--- config.mk ---
export PLATFORM = sky130hd
export DESIGN_NAME = dcff_top
export DESIGN_NICKNAME = d
export VERILOG_FILES = /design/src/dcff_pkg.sv /design/src/dcff_ram.sv /design/src/dcff_top.sv
export VERILOG_INCLUDE_DIRS = /design/src
export SDC_FILE = /design/constraint.sdc
export NUM_CORES = 1
export LEC_CHECK = 0
export ABC_AREA = 0
export CAP_MARGIN = 20
export CELL_PAD_IN_SITES_DETAIL_PLACEMENT = 1
export CELL_PAD_IN_SITES_GLOBAL_PLACEMENT = 1
export CORE_MARGIN = 2
export CORE_UTILIZATION = 61
export CTS_BUF_LIST = sky130_fd_sc_hd__clkbuf_8
export DETAILED_ROUTE_END_ITERATION = 6
export DONT_BUFFER_PORTS = 1
export GPL_ROUTABILITY_DRIVEN = 0
export PLACE_DENSITY_LB_ADDON = 0.2
export SLEW_MARGIN = 20
export SYNTH_ARGS = -nofsm -noshare
export SYNTH_HDL_FRONTEND = slang
export SYNTH_HIERARCHICAL = 1
export SYNTH_SLANG_ARGS = --single-unit
--- constraint.sdc ---
create_clock -name clk_sys_in -period 8.1 [get_ports clk_sys_in]
set_input_delay 1.62 -clock clk_sys_in [delete_from_list [all_inputs] [get_ports clk_sys_in]]
set_output_delay 1.62 -clock clk_sys_in [all_outputs]
set_load 0.01 [all_outputs]
--- src/dcff_params.svh ---
/*
  Constants for the dual-clock FIFO flag block: register offsets,
  status bit positions, reset values and offset load sequence codes.
  Assumes it is included by bare name from the package and the top.
*/
`ifndef DCFF_PARAMS_SVH
`define DCFF_PARAMS_SVH

// ==========================================================
// Sizes
`define DCFF_DATA_W 9
`define DCFF_DEPTH 64
`define DCFF_ADDR_W 6

// ==========================================================
// Register map, byte addresses
`define DCFF_REG_EMPTY_OFS 8'h00
`define DCFF_REG_FULL_OFS 8'h04
`define DCFF_REG_STATUS 8'h08
`define DCFF_REG_COUNT 8'h0C

// ==========================================================
// Status register bits
`define DCFF_ST_EMPTY_N 0
`define DCFF_ST_AE_N 1
`define DCFF_ST_AF_N 2
`define DCFF_ST_FULL_N 3
`define DCFF_ST_WE2_MODE 4

// ==========================================================
// Reset values
`define DCFF_OFS_DEFAULT 16'h0007

// ==========================================================
// Offset load and read sequence steps
`define DCFF_SEQ_EMPTY_LO 2'h0
`define DCFF_SEQ_EMPTY_HI 2'h1
`define DCFF_SEQ_FULL_LO 2'h2
`define DCFF_SEQ_FULL_HI 2'h3

`endif

--- src/dcff_pkg.sv ---
/*
  Types shared by the flag block: pin bundle and flag bundle.
  Assumes dcff_params.svh sits in the same folder.
*/
package dcff_pkg;
  `include "dcff_params.svh"

  // ==========================================================
  // Pins of the write and read ports, all from outside clk_sys_in
  typedef struct packed {
    logic write_clock;
    logic read_clock;
    logic write_enable_primary_n;
    logic write_enable_two_or_load;
    logic read_enable_primary_n;
    logic read_enable_secondary_n;
    logic output_enable_n;
    logic [`DCFF_DATA_W-1:0] data;
  } dcff_pins_t;

  // ==========================================================
  // Status flags, all active low
  typedef struct packed {
    logic empty_indicator_n;
    logic almost_empty_indicator_n;
    logic almost_full_indicator_n;
    logic full_indicator_n;
  } dcff_flags_t;
endpackage : dcff_pkg

--- src/dcff_ram.sv ---
/*
  Storage array of the FIFO: one synchronous write port and one
  combinational read port. Assumes the caller never overwrites a
  word that has not been read.
*/
`timescale 1ns/1ps
module dcff_ram #(
  parameter int DW = 9,
  parameter int AW = 6
) (
  input wire logic clk_sys_in,
  input wire logic wr_en_in,
  input wire logic [AW-1:0] wr_addr_in,
  input wire logic [DW-1:0] wr_data_in,
  input wire logic [AW-1:0] rd_addr_in,
  output logic [DW-1:0] rd_data_out
);
  // ==========================================================
  // Array
  logic [DW-1:0] mem [0:(1<<AW)-1];

  always_ff @(posedge clk_sys_in) begin
    if (wr_en_in) begin
      mem[wr_addr_in] <= wr_data_in;
    end
  end

  // Read is combinational so the head word is ready at a read edge
  assign rd_data_out = mem[rd_addr_in];
endmodule : dcff_ram

--- src/dcff_top.sv ---
/*
  Flag and configuration logic of a FIFO whose writer and reader
  clock it through pins. Both pin clocks are sampled on clk_sys_in,
  which must run well above twice either pin clock. Registers are
  reached over a classic Wishbone slave.
*/
`timescale 1ns/1ps
`include "dcff_params.svh"
module dcff_top
  import dcff_pkg::*;
#(
  parameter int DW = `DCFF_DATA_W,
  parameter int DEPTH = `DCFF_DEPTH,
  parameter int AW = `DCFF_ADDR_W
) (
  input wire logic clk_sys_in,
  input wire logic srst_in,
  input wire dcff_pins_t pins_in,
  output logic [DW-1:0] q_out,
  output logic q_oe_n_out,
  output dcff_flags_t flags_out,
  input wire logic wb_cyc_in,
  input wire logic wb_stb_in,
  input wire logic wb_we_in,
  input wire logic [7:0] wb_adr_in,
  input wire logic [3:0] wb_sel_in,
  input wire logic [31:0] wb_dat_in,
  output logic [31:0] wb_dat_out,
  output logic wb_ack_out
);
  // ==========================================================
  // State
  typedef struct packed {
    dcff_pins_t sync1;
    dcff_pins_t sync2;
    logic wclk_prev;
    logic rclk_prev;
    logic we2_mode;
    logic [AW:0] wptr;
    logic [AW:0] rptr;
    dcff_flags_t flags;
    logic [DW-1:0] q;
    logic q_oe_n;
    logic [15:0] ofs_empty;
    logic [15:0] ofs_full;
    logic [1:0] ld_wseq;
    logic [1:0] ld_rseq;
    logic ack;
    logic [31:0] rdat;
  } dcff_state_t;

  localparam logic [16:0] DEPTH17 = 17'(DEPTH);

  dcff_state_t st_r;
  dcff_state_t st_nxt;

  // ==========================================================
  // Pin view and events
  dcff_pins_t pin;
  logic wr_edge;
  logic rd_edge;
  logic fifo_wr;
  logic fifo_rd;
  logic ofs_wr;
  logic ofs_rd;
  logic [15:0] eff_empty;
  logic [15:0] eff_full;
  logic [AW:0] wptr_nxt;
  logic [AW:0] rptr_nxt;
  logic [AW:0] cnt_w;
  logic [AW:0] cur_w;
  logic [16:0] cnt17;
  logic [16:0] cur_cnt17;
  logic [DW-1:0] ram_rd;
  logic wb_req;
  logic [31:0] read_word;

  // Second stage only; the first stage feeds nothing else
  assign pin = st_r.sync2;
  assign wr_edge = pin.write_clock & ~st_r.wclk_prev;
  assign rd_edge = pin.read_clock & ~st_r.rclk_prev;

  // Defaults forced while the pin is a write enable
  assign eff_empty = st_r.we2_mode ? `DCFF_OFS_DEFAULT : st_r.ofs_empty;
  assign eff_full = st_r.we2_mode ? `DCFF_OFS_DEFAULT : st_r.ofs_full;

  // Pin high is a write enable in both modes; either enable off blocks
  assign fifo_wr = wr_edge & ~pin.write_enable_primary_n
    & pin.write_enable_two_or_load & st_r.flags.full_indicator_n;
  assign ofs_wr = wr_edge & ~st_r.we2_mode
    & ~pin.write_enable_primary_n & ~pin.write_enable_two_or_load;
  assign fifo_rd = rd_edge & ~pin.read_enable_primary_n
    & ~pin.read_enable_secondary_n
    & (st_r.we2_mode | pin.write_enable_two_or_load)
    & st_r.flags.empty_indicator_n;
  assign ofs_rd = rd_edge & ~st_r.we2_mode
    & ~pin.read_enable_primary_n & ~pin.read_enable_secondary_n
    & ~pin.write_enable_two_or_load;

  assign wptr_nxt = st_r.wptr + {{AW{1'b0}}, fifo_wr};
  assign rptr_nxt = st_r.rptr + {{AW{1'b0}}, fifo_rd};
  // Difference kept at pointer width so a pointer wrap still reads right
  assign cnt_w = wptr_nxt - rptr_nxt;
  assign cur_w = st_r.wptr - st_r.rptr;
  assign cnt17 = 17'(cnt_w);
  assign cur_cnt17 = 17'(cur_w);

  // ==========================================================
  // Storage
  dcff_ram #(
    .DW(DW),
    .AW(AW)
  ) u_ram (
    .clk_sys_in(clk_sys_in),
    .wr_en_in(fifo_wr),
    .wr_addr_in(st_r.wptr[AW-1:0]),
    .wr_data_in(pin.data[DW-1:0]),
    .rd_addr_in(st_r.rptr[AW-1:0]),
    .rd_data_out(ram_rd)
  );

  // ==========================================================
  // Register read mux
  assign wb_req = wb_cyc_in & wb_stb_in;

  always_comb begin
    read_word = 32'h0000_0000;
    case (wb_adr_in)
      `DCFF_REG_EMPTY_OFS: begin
        read_word = {16'h0000, eff_empty};
      end
      `DCFF_REG_FULL_OFS: begin
        read_word = {16'h0000, eff_full};
      end
      `DCFF_REG_STATUS: begin
        read_word[`DCFF_ST_EMPTY_N] = st_r.flags.empty_indicator_n;
        read_word[`DCFF_ST_AE_N] = st_r.flags.almost_empty_indicator_n;
        read_word[`DCFF_ST_AF_N] = st_r.flags.almost_full_indicator_n;
        read_word[`DCFF_ST_FULL_N] = st_r.flags.full_indicator_n;
        read_word[`DCFF_ST_WE2_MODE] = st_r.we2_mode;
      end
      `DCFF_REG_COUNT: begin
        read_word = {15'h0000, cur_cnt17};
      end
      default: begin
        read_word = 32'h0000_0000;
      end
    endcase
  end

  // ==========================================================
  // Next state
  always_comb begin
    st_nxt = st_r;
    // Pin sampling keeps running in reset so pin clocks may free-run
    st_nxt.sync1 = pins_in;
    st_nxt.sync2 = st_r.sync1;
    st_nxt.wclk_prev = st_r.sync2.write_clock;
    st_nxt.rclk_prev = st_r.sync2.read_clock;
    st_nxt.q_oe_n = pin.output_enable_n;

    // Pointers move on their own pin edges
    st_nxt.wptr = wptr_nxt;
    st_nxt.rptr = rptr_nxt;

    // Write-side flags only move on a write edge, so a read just
    // before it shows at the next write edge and no sooner
    if (wr_edge) begin
      st_nxt.flags.full_indicator_n = (cnt17 != DEPTH17);
      st_nxt.flags.almost_full_indicator_n =
        ((cnt17 + {1'b0, eff_full}) < DEPTH17);
    end

    // Read-side flags only move on a read edge, so a first word
    // shows at the next read edge after it was written
    if (rd_edge) begin
      st_nxt.flags.empty_indicator_n = (cnt17 != 17'h0_0000);
      st_nxt.flags.almost_empty_indicator_n =
        (cnt17 > {1'b0, eff_empty});
    end

    if (fifo_rd) begin
      st_nxt.q = ram_rd;
    end

    // Offset load through the data pins, four steps in turn
    if (ofs_wr) begin
      case (st_r.ld_wseq)
        `DCFF_SEQ_EMPTY_LO: st_nxt.ofs_empty[7:0] = pin.data[7:0];
        `DCFF_SEQ_EMPTY_HI: st_nxt.ofs_empty[15:8] = pin.data[7:0];
        `DCFF_SEQ_FULL_LO: st_nxt.ofs_full[7:0] = pin.data[7:0];
        `DCFF_SEQ_FULL_HI: st_nxt.ofs_full[15:8] = pin.data[7:0];
        default: st_nxt.ofs_full = st_r.ofs_full;
      endcase
      st_nxt.ld_wseq = st_r.ld_wseq + 2'h1;
    end

    // Offset read back through the data outputs
    if (ofs_rd) begin
      case (st_r.ld_rseq)
        `DCFF_SEQ_EMPTY_LO: st_nxt.q = DW'(st_r.ofs_empty[7:0]);
        `DCFF_SEQ_EMPTY_HI: st_nxt.q = DW'(st_r.ofs_empty[15:8]);
        `DCFF_SEQ_FULL_LO: st_nxt.q = DW'(st_r.ofs_full[7:0]);
        `DCFF_SEQ_FULL_HI: st_nxt.q = DW'(st_r.ofs_full[15:8]);
        default: st_nxt.q = st_r.q;
      endcase
      st_nxt.ld_rseq = st_r.ld_rseq + 2'h1;
    end

    // Wishbone: ack one cycle after the request, write at the ack edge
    st_nxt.ack = wb_req & ~st_r.ack;
    if (wb_req & ~st_r.ack) begin
      st_nxt.rdat = read_word;
    end
    // Bus write wins over a pin load in the same cycle
    if (wb_req & st_r.ack & wb_we_in & ~st_r.we2_mode) begin
      if (wb_adr_in == `DCFF_REG_EMPTY_OFS) begin
        if (wb_sel_in[0]) begin
          st_nxt.ofs_empty[7:0] = wb_dat_in[7:0];
        end
        if (wb_sel_in[1]) begin
          st_nxt.ofs_empty[15:8] = wb_dat_in[15:8];
        end
      end
      if (wb_adr_in == `DCFF_REG_FULL_OFS) begin
        if (wb_sel_in[0]) begin
          st_nxt.ofs_full[7:0] = wb_dat_in[7:0];
        end
        if (wb_sel_in[1]) begin
          st_nxt.ofs_full[15:8] = wb_dat_in[15:8];
        end
      end
    end

    // ==========================================================
    // Reset: strap caught from the synchronised pin
    if (srst_in) begin
      st_nxt.we2_mode = st_r.sync2.write_enable_two_or_load;
      st_nxt.wptr = '0;
      st_nxt.rptr = '0;
      st_nxt.flags.empty_indicator_n = 1'b0;
      st_nxt.flags.almost_empty_indicator_n = 1'b0;
      st_nxt.flags.almost_full_indicator_n = 1'b1;
      st_nxt.flags.full_indicator_n = 1'b1;
      st_nxt.q = '0;
      st_nxt.q_oe_n = 1'b1;
      st_nxt.ofs_empty = `DCFF_OFS_DEFAULT;
      st_nxt.ofs_full = `DCFF_OFS_DEFAULT;
      st_nxt.ld_wseq = `DCFF_SEQ_EMPTY_LO;
      st_nxt.ld_rseq = `DCFF_SEQ_EMPTY_LO;
      st_nxt.ack = 1'b0;
      st_nxt.rdat = 32'h0000_0000;
    end
  end

  always_ff @(posedge clk_sys_in) begin
    st_r <= st_nxt;
  end

  // ==========================================================
  // Outputs, all straight from the state register
  assign q_out = st_r.q;
  assign q_oe_n_out = st_r.q_oe_n;
  assign flags_out = st_r.flags;
  assign wb_dat_out = st_r.rdat;
  assign wb_ack_out = st_r.ack;
endmodule : dcff_top

==> results of run 1 <==
-- power groups by stage --
stage                     clock network (µW)  registers (µW)  logic (µW)
after detailed placement                   0            3960         103
after global placement                     0            3960        96.2
after CTS                               2740            3880         104
after floorplan                            0            3970        61.0
after global routing                    2870            3880         113
final                                   2680            3880         103
-- per-layer routing --
| layer | GRT usage | part of all wire | vias up | wire length (µm) |
|---|---|---|---|---|
| li1 | - | - | 6761 | - |
| met1 | 0.4229 | 0.40 | 8360 | 28970 |
| met2 | 0.4976 | 0.50 | 704 | 35950 |
| met3 | 0.04900 | 0.066 | 145 | 4770 |
| met4 | 0.1119 | 0.031 | 0 | 2203 |
| met5 | 0 | 0 | - | 0 |
-- flip-flops by register name, indices dropped and copies added, names as in the netlist --
signal and count:
u_ram/mem 576, st_r 53, pin 16, st_nxt 16
wb_dat_out 16, q_out 9, flags_out 4, q_oe_n_out 1
wb_ack_out 1
-- cells by family (layout without fill, tap and decap cells) --
family | count (synthesis) | in the layout | share of synthesized area
simple gates | 420 | 420 | 0.06839
buf+inv | 155 | 233 | 0.03102
mux | 182 | 182 | 0.1320
compound gates | 202 | 202 | 0.05243
xor+xnor | 23 | 23 | 0.007094
flops | 692 | 692 | 0.6913
other cells | 1 | 16 | 0.0001321
fa+ha+maj | 39 | 39 | 0.01771
-- worst min-delay path by stage --
stage	slack, ns	depth (start not counted)	startpoint	endpoint
after floorplan	0.31	0	st_nxt[100]$_DFF_P_	pin[0]$_DFF_P_
after global placement	0.31	0	st_nxt[107]$_DFF_P_	pin[7]$_DFF_P_
after detailed placement	0.31	0	st_nxt[109]$_DFF_P_	pin[9]$_DFF_P_
after CTS	0.32	0	st_nxt[110]$_DFF_P_	pin[10]$_DFF_P_
after global routing	0.33	0	st_nxt[110]$_DFF_P_	pin[10]$_DFF_P_
final	0.31	0	st_nxt[110]$_DFF_P_	pin[10]$_DFF_P_
-- area by class of cell --
cell class                      count  area (µm²)
Sequential cell                   692       19650
Multi-Input combinational cell    882        7949
Inverter                           20       75.07
Clock inverter                     81       394.1
Fill cell                        3950       15720
Clock buffer                      113        1555
Timing Repair Buffer               19       155.1
Tap cell                          607       759.5
-- worst max-delay path, delay by kind of cell (launching register included) --
family	cells	cell delay, ns
and+or+nand+nor	5	0.97
buffers and inverters	2	0.31
xor gates and xnor gates	2	0.50
AOI/OAI and AO/OA	7	1.52
DFF	1	0.31
adders and majority gates	4	1.15
-- layout by cell type (no fill, tap or decap), types with 8 or more instances in the layout --
master,instances
a21oi_1,33
clkinv_1,21
a2111oi_0,9
xnor2_1,17
buf_4,18
clkbuf_8,113
a222oi_1,10
nand3_1,72
o211ai_1,9
mux4_1,8
edfxtp_1,577
dfxtp_1,103
mux2i_1,26
nand2b_1,16
inv_1,54
o21ai_0,15
clkinv_2,15
mux4_2,143
nand2_1,88
nor2_1,165
nor3_1,14
nor2b_1,28
o22ai_1,9
conb_1,16
dfxtp_2,8
ha_1,37
a211oi_1,13
a22oi_1,27
a311oi_1,35
-- per-stage QoR --
step	area, µm²	cells	hold WS (ns)
4_1_cts	30540	2414	0.3239
5_1_grt	30540	2414	0.3282
3_5_place_dp	28590	2220	0.3147
3_3_place_gp	28590	2220	0.3103
6_report	30540	2414	0.3130
2_1_floorplan	28450	1729	0.3096
==> out/metrics.csv, run 1 <==
metric,value,unit
cp_slowest_cell,ha_1,
reg2reg_depth,20,
grt_max_degree,97,
dpl.hpwl,43510,µm
critPathKind,reg -> reg,
fin_skew,0.07363,ns
critical_path.cell_chain,nand2b_1 -> nor3_1 -> buf_4 -> nand2_1 -> nor2_1 -> ha_1 -> ha_1 -> xnor2_1 -> ha_1 -> a21o_1 -> a21oi_1 -> o21ai_0 -> xnor2_1 -> ha_1 -> inv_1 -> and3_1 -> a2111oi_0 -> o21a_1 -> o211ai_1 -> o31ai_1,
maxCapViolCount,0,
ant_nets,0,
clock-sinks,692,
crit_path_end_kind,flop,
p_int,5217,µW
cts.path.max_buffers,3,
num_rows,79,
diodes,0,
powerDensity,218.4,nW/µm²
cp-startpoint,st_r[98]$_DFF_P_,
outcome,completed,
cts_tree,built,
synth_edf_count,577,
pwr-share-seq,0.582,
cts-resized-gates,0,
required,8.72,ns
switchingPower,1453,µW
fmax,204.8,MHz
rr_startpoint,st_r[98]$_DFF_P_,
synth_seq_cells,692,
synth.distinct_cells,66,
cp-start-kind,flop,
synth_common_cells,"577 x edfxtp_1, 165 x nor2_1, 143 x mux4_2",
firstDrtPassIters,5,
die-area,48290,µm²
maxSlewViolCount,0,
period_share,0.6028,
synth.avg_cell_area,16.57,µm²
cp_slowest_stage_delay,0.39,ns
antenna_found_initial,0,
ctsHoldBuffers,0,
timing.rr.end,flags_out[1]$_SDFFE_PP1N_,
crit_path_frequent_cell,ha_1,
grt_pass1_wl,107000,µm
nNetsFinal,1825,
portBuffers,0,
clkTransAtPathRegs,0.06,ns
dieWidth,219.8,µm
swShare,0.2179,
fin_ws,3.218,ns
grt_pass1_vias,16720,
h-tree-depth,3,
total_power,6670,µW
p_comb_frac,0.015,
vdd_drop_max,0.0002107,V
syn_inst,1714,
final_util,0.6602,
grt-ovfl-total,0,
maxSlewHeadroom,0.2468,
yosysTopAreaCellShare,0.6102,
critical_path.max_fanout,12,
drive_above_1_share,0.1843,
synth.cell_area,28400,µm²
worst_pin_slew,1.126,ns
p_clk_frac,0.402,
p_leak,0.009560,µW
endpoint,flags_out[1]$_SDFFE_PP1N_,
numCtsBuffers,106,
ys_async_sr_fraction,0,
crit_arrival,5.51,ns
tns,0,ns
ys_warn_count,6,
synth_top_cell_by_area,edfxtp_1,
synth_area_leaders,"edfxtp_1 61%, mux4_2 11%, dfxtp_1 8.1%",
insertion_delay,0.73,ns
drc,0,
hold_violations,0,
rrSetupSlack,3.22,ns
wl,71890,µm
hold_path_class,reg -> reg,
yosys.cell_count.top_type,edfxtp_1,
viasPerCell,6.616,
pin_count,112,
synth_ff_type,edfxtp_1,
layout_min_cycle_time,4.882,ns
dr.first_iter.drc_count,1684,
setup_viol,0,
initial_core_util,0.6138,
vias,15970,
wl_per_cell,29.78,µm
root_buffer,clkbuf_8,
rsz0062_at_grt,false,
track_usage,0.3056,
pre_cts_ws,3.268,ns
yosysSeqAreaShare,0.6913,
chipHeight,219.8,µm
cts_setup_buffers,0,
area_delta_synth_final,7.557,%
core_area,46260,µm²
No activity file was read; power rests on OpenSTA's default activity.
==> run 2, diff against run 1 <==
--- a/config.mk
+++ b/config.mk
@@ -6,12 +6,12 @@
 export SDC_FILE = /design/constraint.sdc
 export NUM_CORES = 1
 export LEC_CHECK = 0
-export ABC_AREA = 0
+export ABC_AREA = 1
 export CAP_MARGIN = 20
 export CELL_PAD_IN_SITES_DETAIL_PLACEMENT = 1
 export CELL_PAD_IN_SITES_GLOBAL_PLACEMENT = 1
 export CORE_MARGIN = 2
-export CORE_UTILIZATION = 61
+export CORE_UTILIZATION = 48
 export CTS_BUF_LIST = sky130_fd_sc_hd__clkbuf_8
 export DETAILED_ROUTE_END_ITERATION = 6
 export DONT_BUFFER_PORTS = 1
==> constraint.sdc (replaced) <==
create_clock -name clk_sys_in -period 4.12 [get_ports clk_sys_in]
set_input_delay 0.824 -clock clk_sys_in [delete_from_list [all_inputs] [get_ports clk_sys_in]]
set_output_delay 0.824 -clock clk_sys_in [all_outputs]
set_load 0.01 [all_outputs]
==> run 2 against run 1 <==
  * Via count grew 37%
  * Cell count is 62% higher
  * Critical path depth up 12
  * Setup slack worse by 3.0 ns
  * Sequential power up 98%
  * Clock power up 100%
  * Largest cell class unchanged
==> out/metrics.csv, run 2 <==
metric,value,unit,change
antenna_found_initial,1,,+1
outcome,completed,,
fmax,258.3,MHz,+26%
required,4.73,ns,-3.99 ns
ant_nets,0,,unchanged
place_area,31020,µm²,+8.5%
numCtsBuffers,112,,+5.7%
hold_violations,0,,unchanged
core_area,62620,µm²,+35%
swShare,0.2179,,about the same
area_delta_synth_final,10.07,%,
pre_cts_ws,-0.01705,ns,-3.285 ns
drive_above_1_share,0.1081,,-0.07619
synth_seq_cells,692,,unchanged
synth_edf_count,577,,unchanged
insertion_delay,0.72,ns,about the same
root_buffer,clkbuf_8,,
placed_cells,3697,,+67%
grt_pass1_wl,132400,µm,+24%
grt_max_degree,202,,+110%
yosysTopAreaCellShare,0.5730,,-0.03719
p_comb_frac,0.018,,+0.003
dpl.hpwl,55180,µm,+27%
cp_slowest_cell,dfxtp_1,,
critPathKind,reg -> reg,,
synth_ff_type,edfxtp_1,,
switchingPower,2912,µW,+100%
p_clk_frac,0.409,,+0.007
final_util,0.5315,,-0.1287
layout_min_cycle_time,3.871,ns,-1.011 ns
critical_path.max_fanout,5,,-7
yosys.cell_count.top_type,nand2_1,,
cp-start-kind,flop,,
rrSetupSlack,0.25,ns,-2.97 ns
synth.distinct_cells,55,,-17%
maxSlewViolCount,0,,unchanged
dr.first_iter.drc_count,1730,,+2.7%
die-area,65020,µm²,+35%
synth_area_leaders,"edfxtp_1 57%, nand2_1 12%, nand3_1 9.0%",,
h-tree-depth,3,,unchanged
setup_viol,0,,unchanged
pwr-share-seq,0.574,,-0.008
clkTransAtPathRegs,0.06,ns,about the same
maxSlewHeadroom,0.3019,,+0.05513
worst_pin_slew,1.047,ns,-0.07854 ns
ctsHoldBuffers,0,,unchanged
chipHeight,255.0,µm,+16%
final_area,33280,µm²,+9.0%
synth.avg_cell_area,10.33,µm²,-38%
clock-sinks,692,,unchanged
hold_path_class,in -> reg,,
reg2reg_depth,32,,+60%
synth_top_cell_by_area,edfxtp_1,,
portBuffers,0,,unchanged
drc,0,,unchanged
p_leak,0.01251,µW,+31%
rr_startpoint,pin[15]$_DFF_P_,,
cp_slowest_stage_delay,0.32,ns,-0.07 ns
cts.path.max_buffers,3,,unchanged
ys_warn_count,6,,unchanged
cp_num_cells,32,,+60%
ys_async_sr_fraction,0,,unchanged
wl,86880,µm,+21%
track_usage,0.2683,,-0.03732
viasPerCell,5.627,,-15%
largest_reg_flops,576,,unchanged
crit_family,simple AND/OR/NAND/NOR gates,,
top_register,u_ram/mem,,
min_path_cells,0,,unchanged
grt_pass1_vias,22818,,+36%
timing.rr.end,flags_out[1]$_SDFFE_PP1N_,,
crit_path_end_kind,flop,,
fillers,6938,,+76%
crit_path_frequent_cell,nand2_1,,
pin_count,112,,unchanged
p_int,10450,µW,+100%
vdd_drop_max,0.0002593,V,+23%
num_rows,92,,+16%
period_share,0.9397,,+0.3369
powerDensity,401.5,nW/µm²,+84%
dieWidth,255.0,µm,+16%
wl_per_cell,22.28,µm,-25%
firstDrtPassIters,7,,+2
yosysSeqAreaShare,0.6491,,-0.04213
cts_tree,built,,
synth_common_cells,"946 x nand2_1, 577 x edfxtp_1, 543 x nand3_1",,
grt-ovfl-total,0,,unchanged
min_to,st_nxt[114]$_DFF_P_,,
fin_skew,0.04364,ns,-0.02999 ns
tns,0,ns,unchanged
final_common_cell,nand2_1,,
fin_ws,0.2486,ns,-2.969 ns
initial_core_util,0.4829,,-0.1309
synth.cell_area,30240,µm²,+6.5%
vias,21944,,+37%
syn_inst,2926,,+71%
reg.largest.list,"u_ram/mem (576), st_r (53)",,
mostFrequentLayoutCells,"938 x nand2_1, 577 x edfxtp_1, 539 x nand3_1, 152 x inv_1, 128 x clkbuf_8",,
stdcell_count,3900,,+62%
hold_start,pins_in[14],,
nNetsFinal,3076,,+69%
maxCapViolCount,0,,unchanged
cp_num_buf_inv,6,,+4
crit_arrival,4.48,ns,-1.03 ns
## run 2: layer usage
metal	vias up	global-route usage	share of wire
met4	0	0.09808	0.029
met3	162	0.04170	0.058
met2	683	0.4492	0.49
met5	-	0	0
met1	10981	0.3550	0.42
li1	10118	-	-
## run 2: worst register-to-register path, delay by kind of cell, from the launching register on
| family | cells | cell delay [ns] |
|---|---|---|
| and+or+nand+nor | 22 | 2.02 |
| adders and majority gates | 4 | 0.94 |
| buffers and inverters | 6 | 0.51 |
| DFF | 1 | 0.32 |
## run 2: kinds of logic (layout without fill, tap and decap cells)
family,count (synthesis),in the layout,share of synthesized area
compound gates,174,174,0.03463
xor+xnor,15,15,0.004344
fa+ha+maj,39,39,0.01663
buf+inv,324,436,0.05673
flops,692,692,0.6491
other cells,1,17,0.0001240
simple gates,1681,1681,0.2384
## run 2: layout make-up
cell class,count,area [µm²],area share
Clock inverter,67,270.3,0.008120
Clock buffer,128,1762,0.05293
Multi-Input combinational cell,1925,9126,0.2742
Timing Repair Buffer,111,908.4,0.02729
Antenna cell,1,2.502,0.00007519
Sequential cell,692,19650,0.5904
Inverter,130,506.7,0.01522
Tap cell,846,1059,0.03180
## run 2: power by group through the flow
| stage | Clock (µW) | Combinational [µW] | Sequential, µW |
|---|---|---|---|
| 2_1_floorplan | 0 | 141 | 7800 |
| 3_3_place_gp | 0 | 210 | 7820 |
| 3_5_place_dp | 0 | 221 | 7820 |
| 4_1_cts | 5570 | 222 | 7670 |
| 5_1_grt | 5860 | 257 | 7670 |
| 6_report | 5460 | 236 | 7670 |
## run 2: how the worst max path moves through the flow
stage                                 from                         to  slack [ns]
after floorplan           st_r[98]$_DFF_P_  flags_out[1]$_SDFFE_PP1N_        0.60
after global placement     pin[15]$_DFF_P_  flags_out[1]$_SDFFE_PP1N_        0.13
after detailed placement   pin[15]$_DFF_P_  flags_out[1]$_SDFFE_PP1N_       -0.02
after CTS                  pin[15]$_DFF_P_  flags_out[1]$_SDFFE_PP1N_       0.004
after global routing       pin[15]$_DFF_P_  flags_out[1]$_SDFFE_PP1N_       -0.07
final                      pin[15]$_DFF_P_  flags_out[1]$_SDFFE_PP1N_        0.25
## run 2: metrics by stage
step / hold WS [ns] / total power, µW
floorplan: 0.3096 / 7944
global placement: 0.3101 / 8026
detailed placement: 0.3134 / 8041
CTS: 0.07560 / 13470
global route: 0.08847 / 13790
finish: 0.1322 / 13360
## run 2: repair_timing
action                     in CTS  in global routing
setup endpoints to repair       1                  1
resized for setup               2                 40
pin swaps                       0                 14
buffers inserted                0                  6
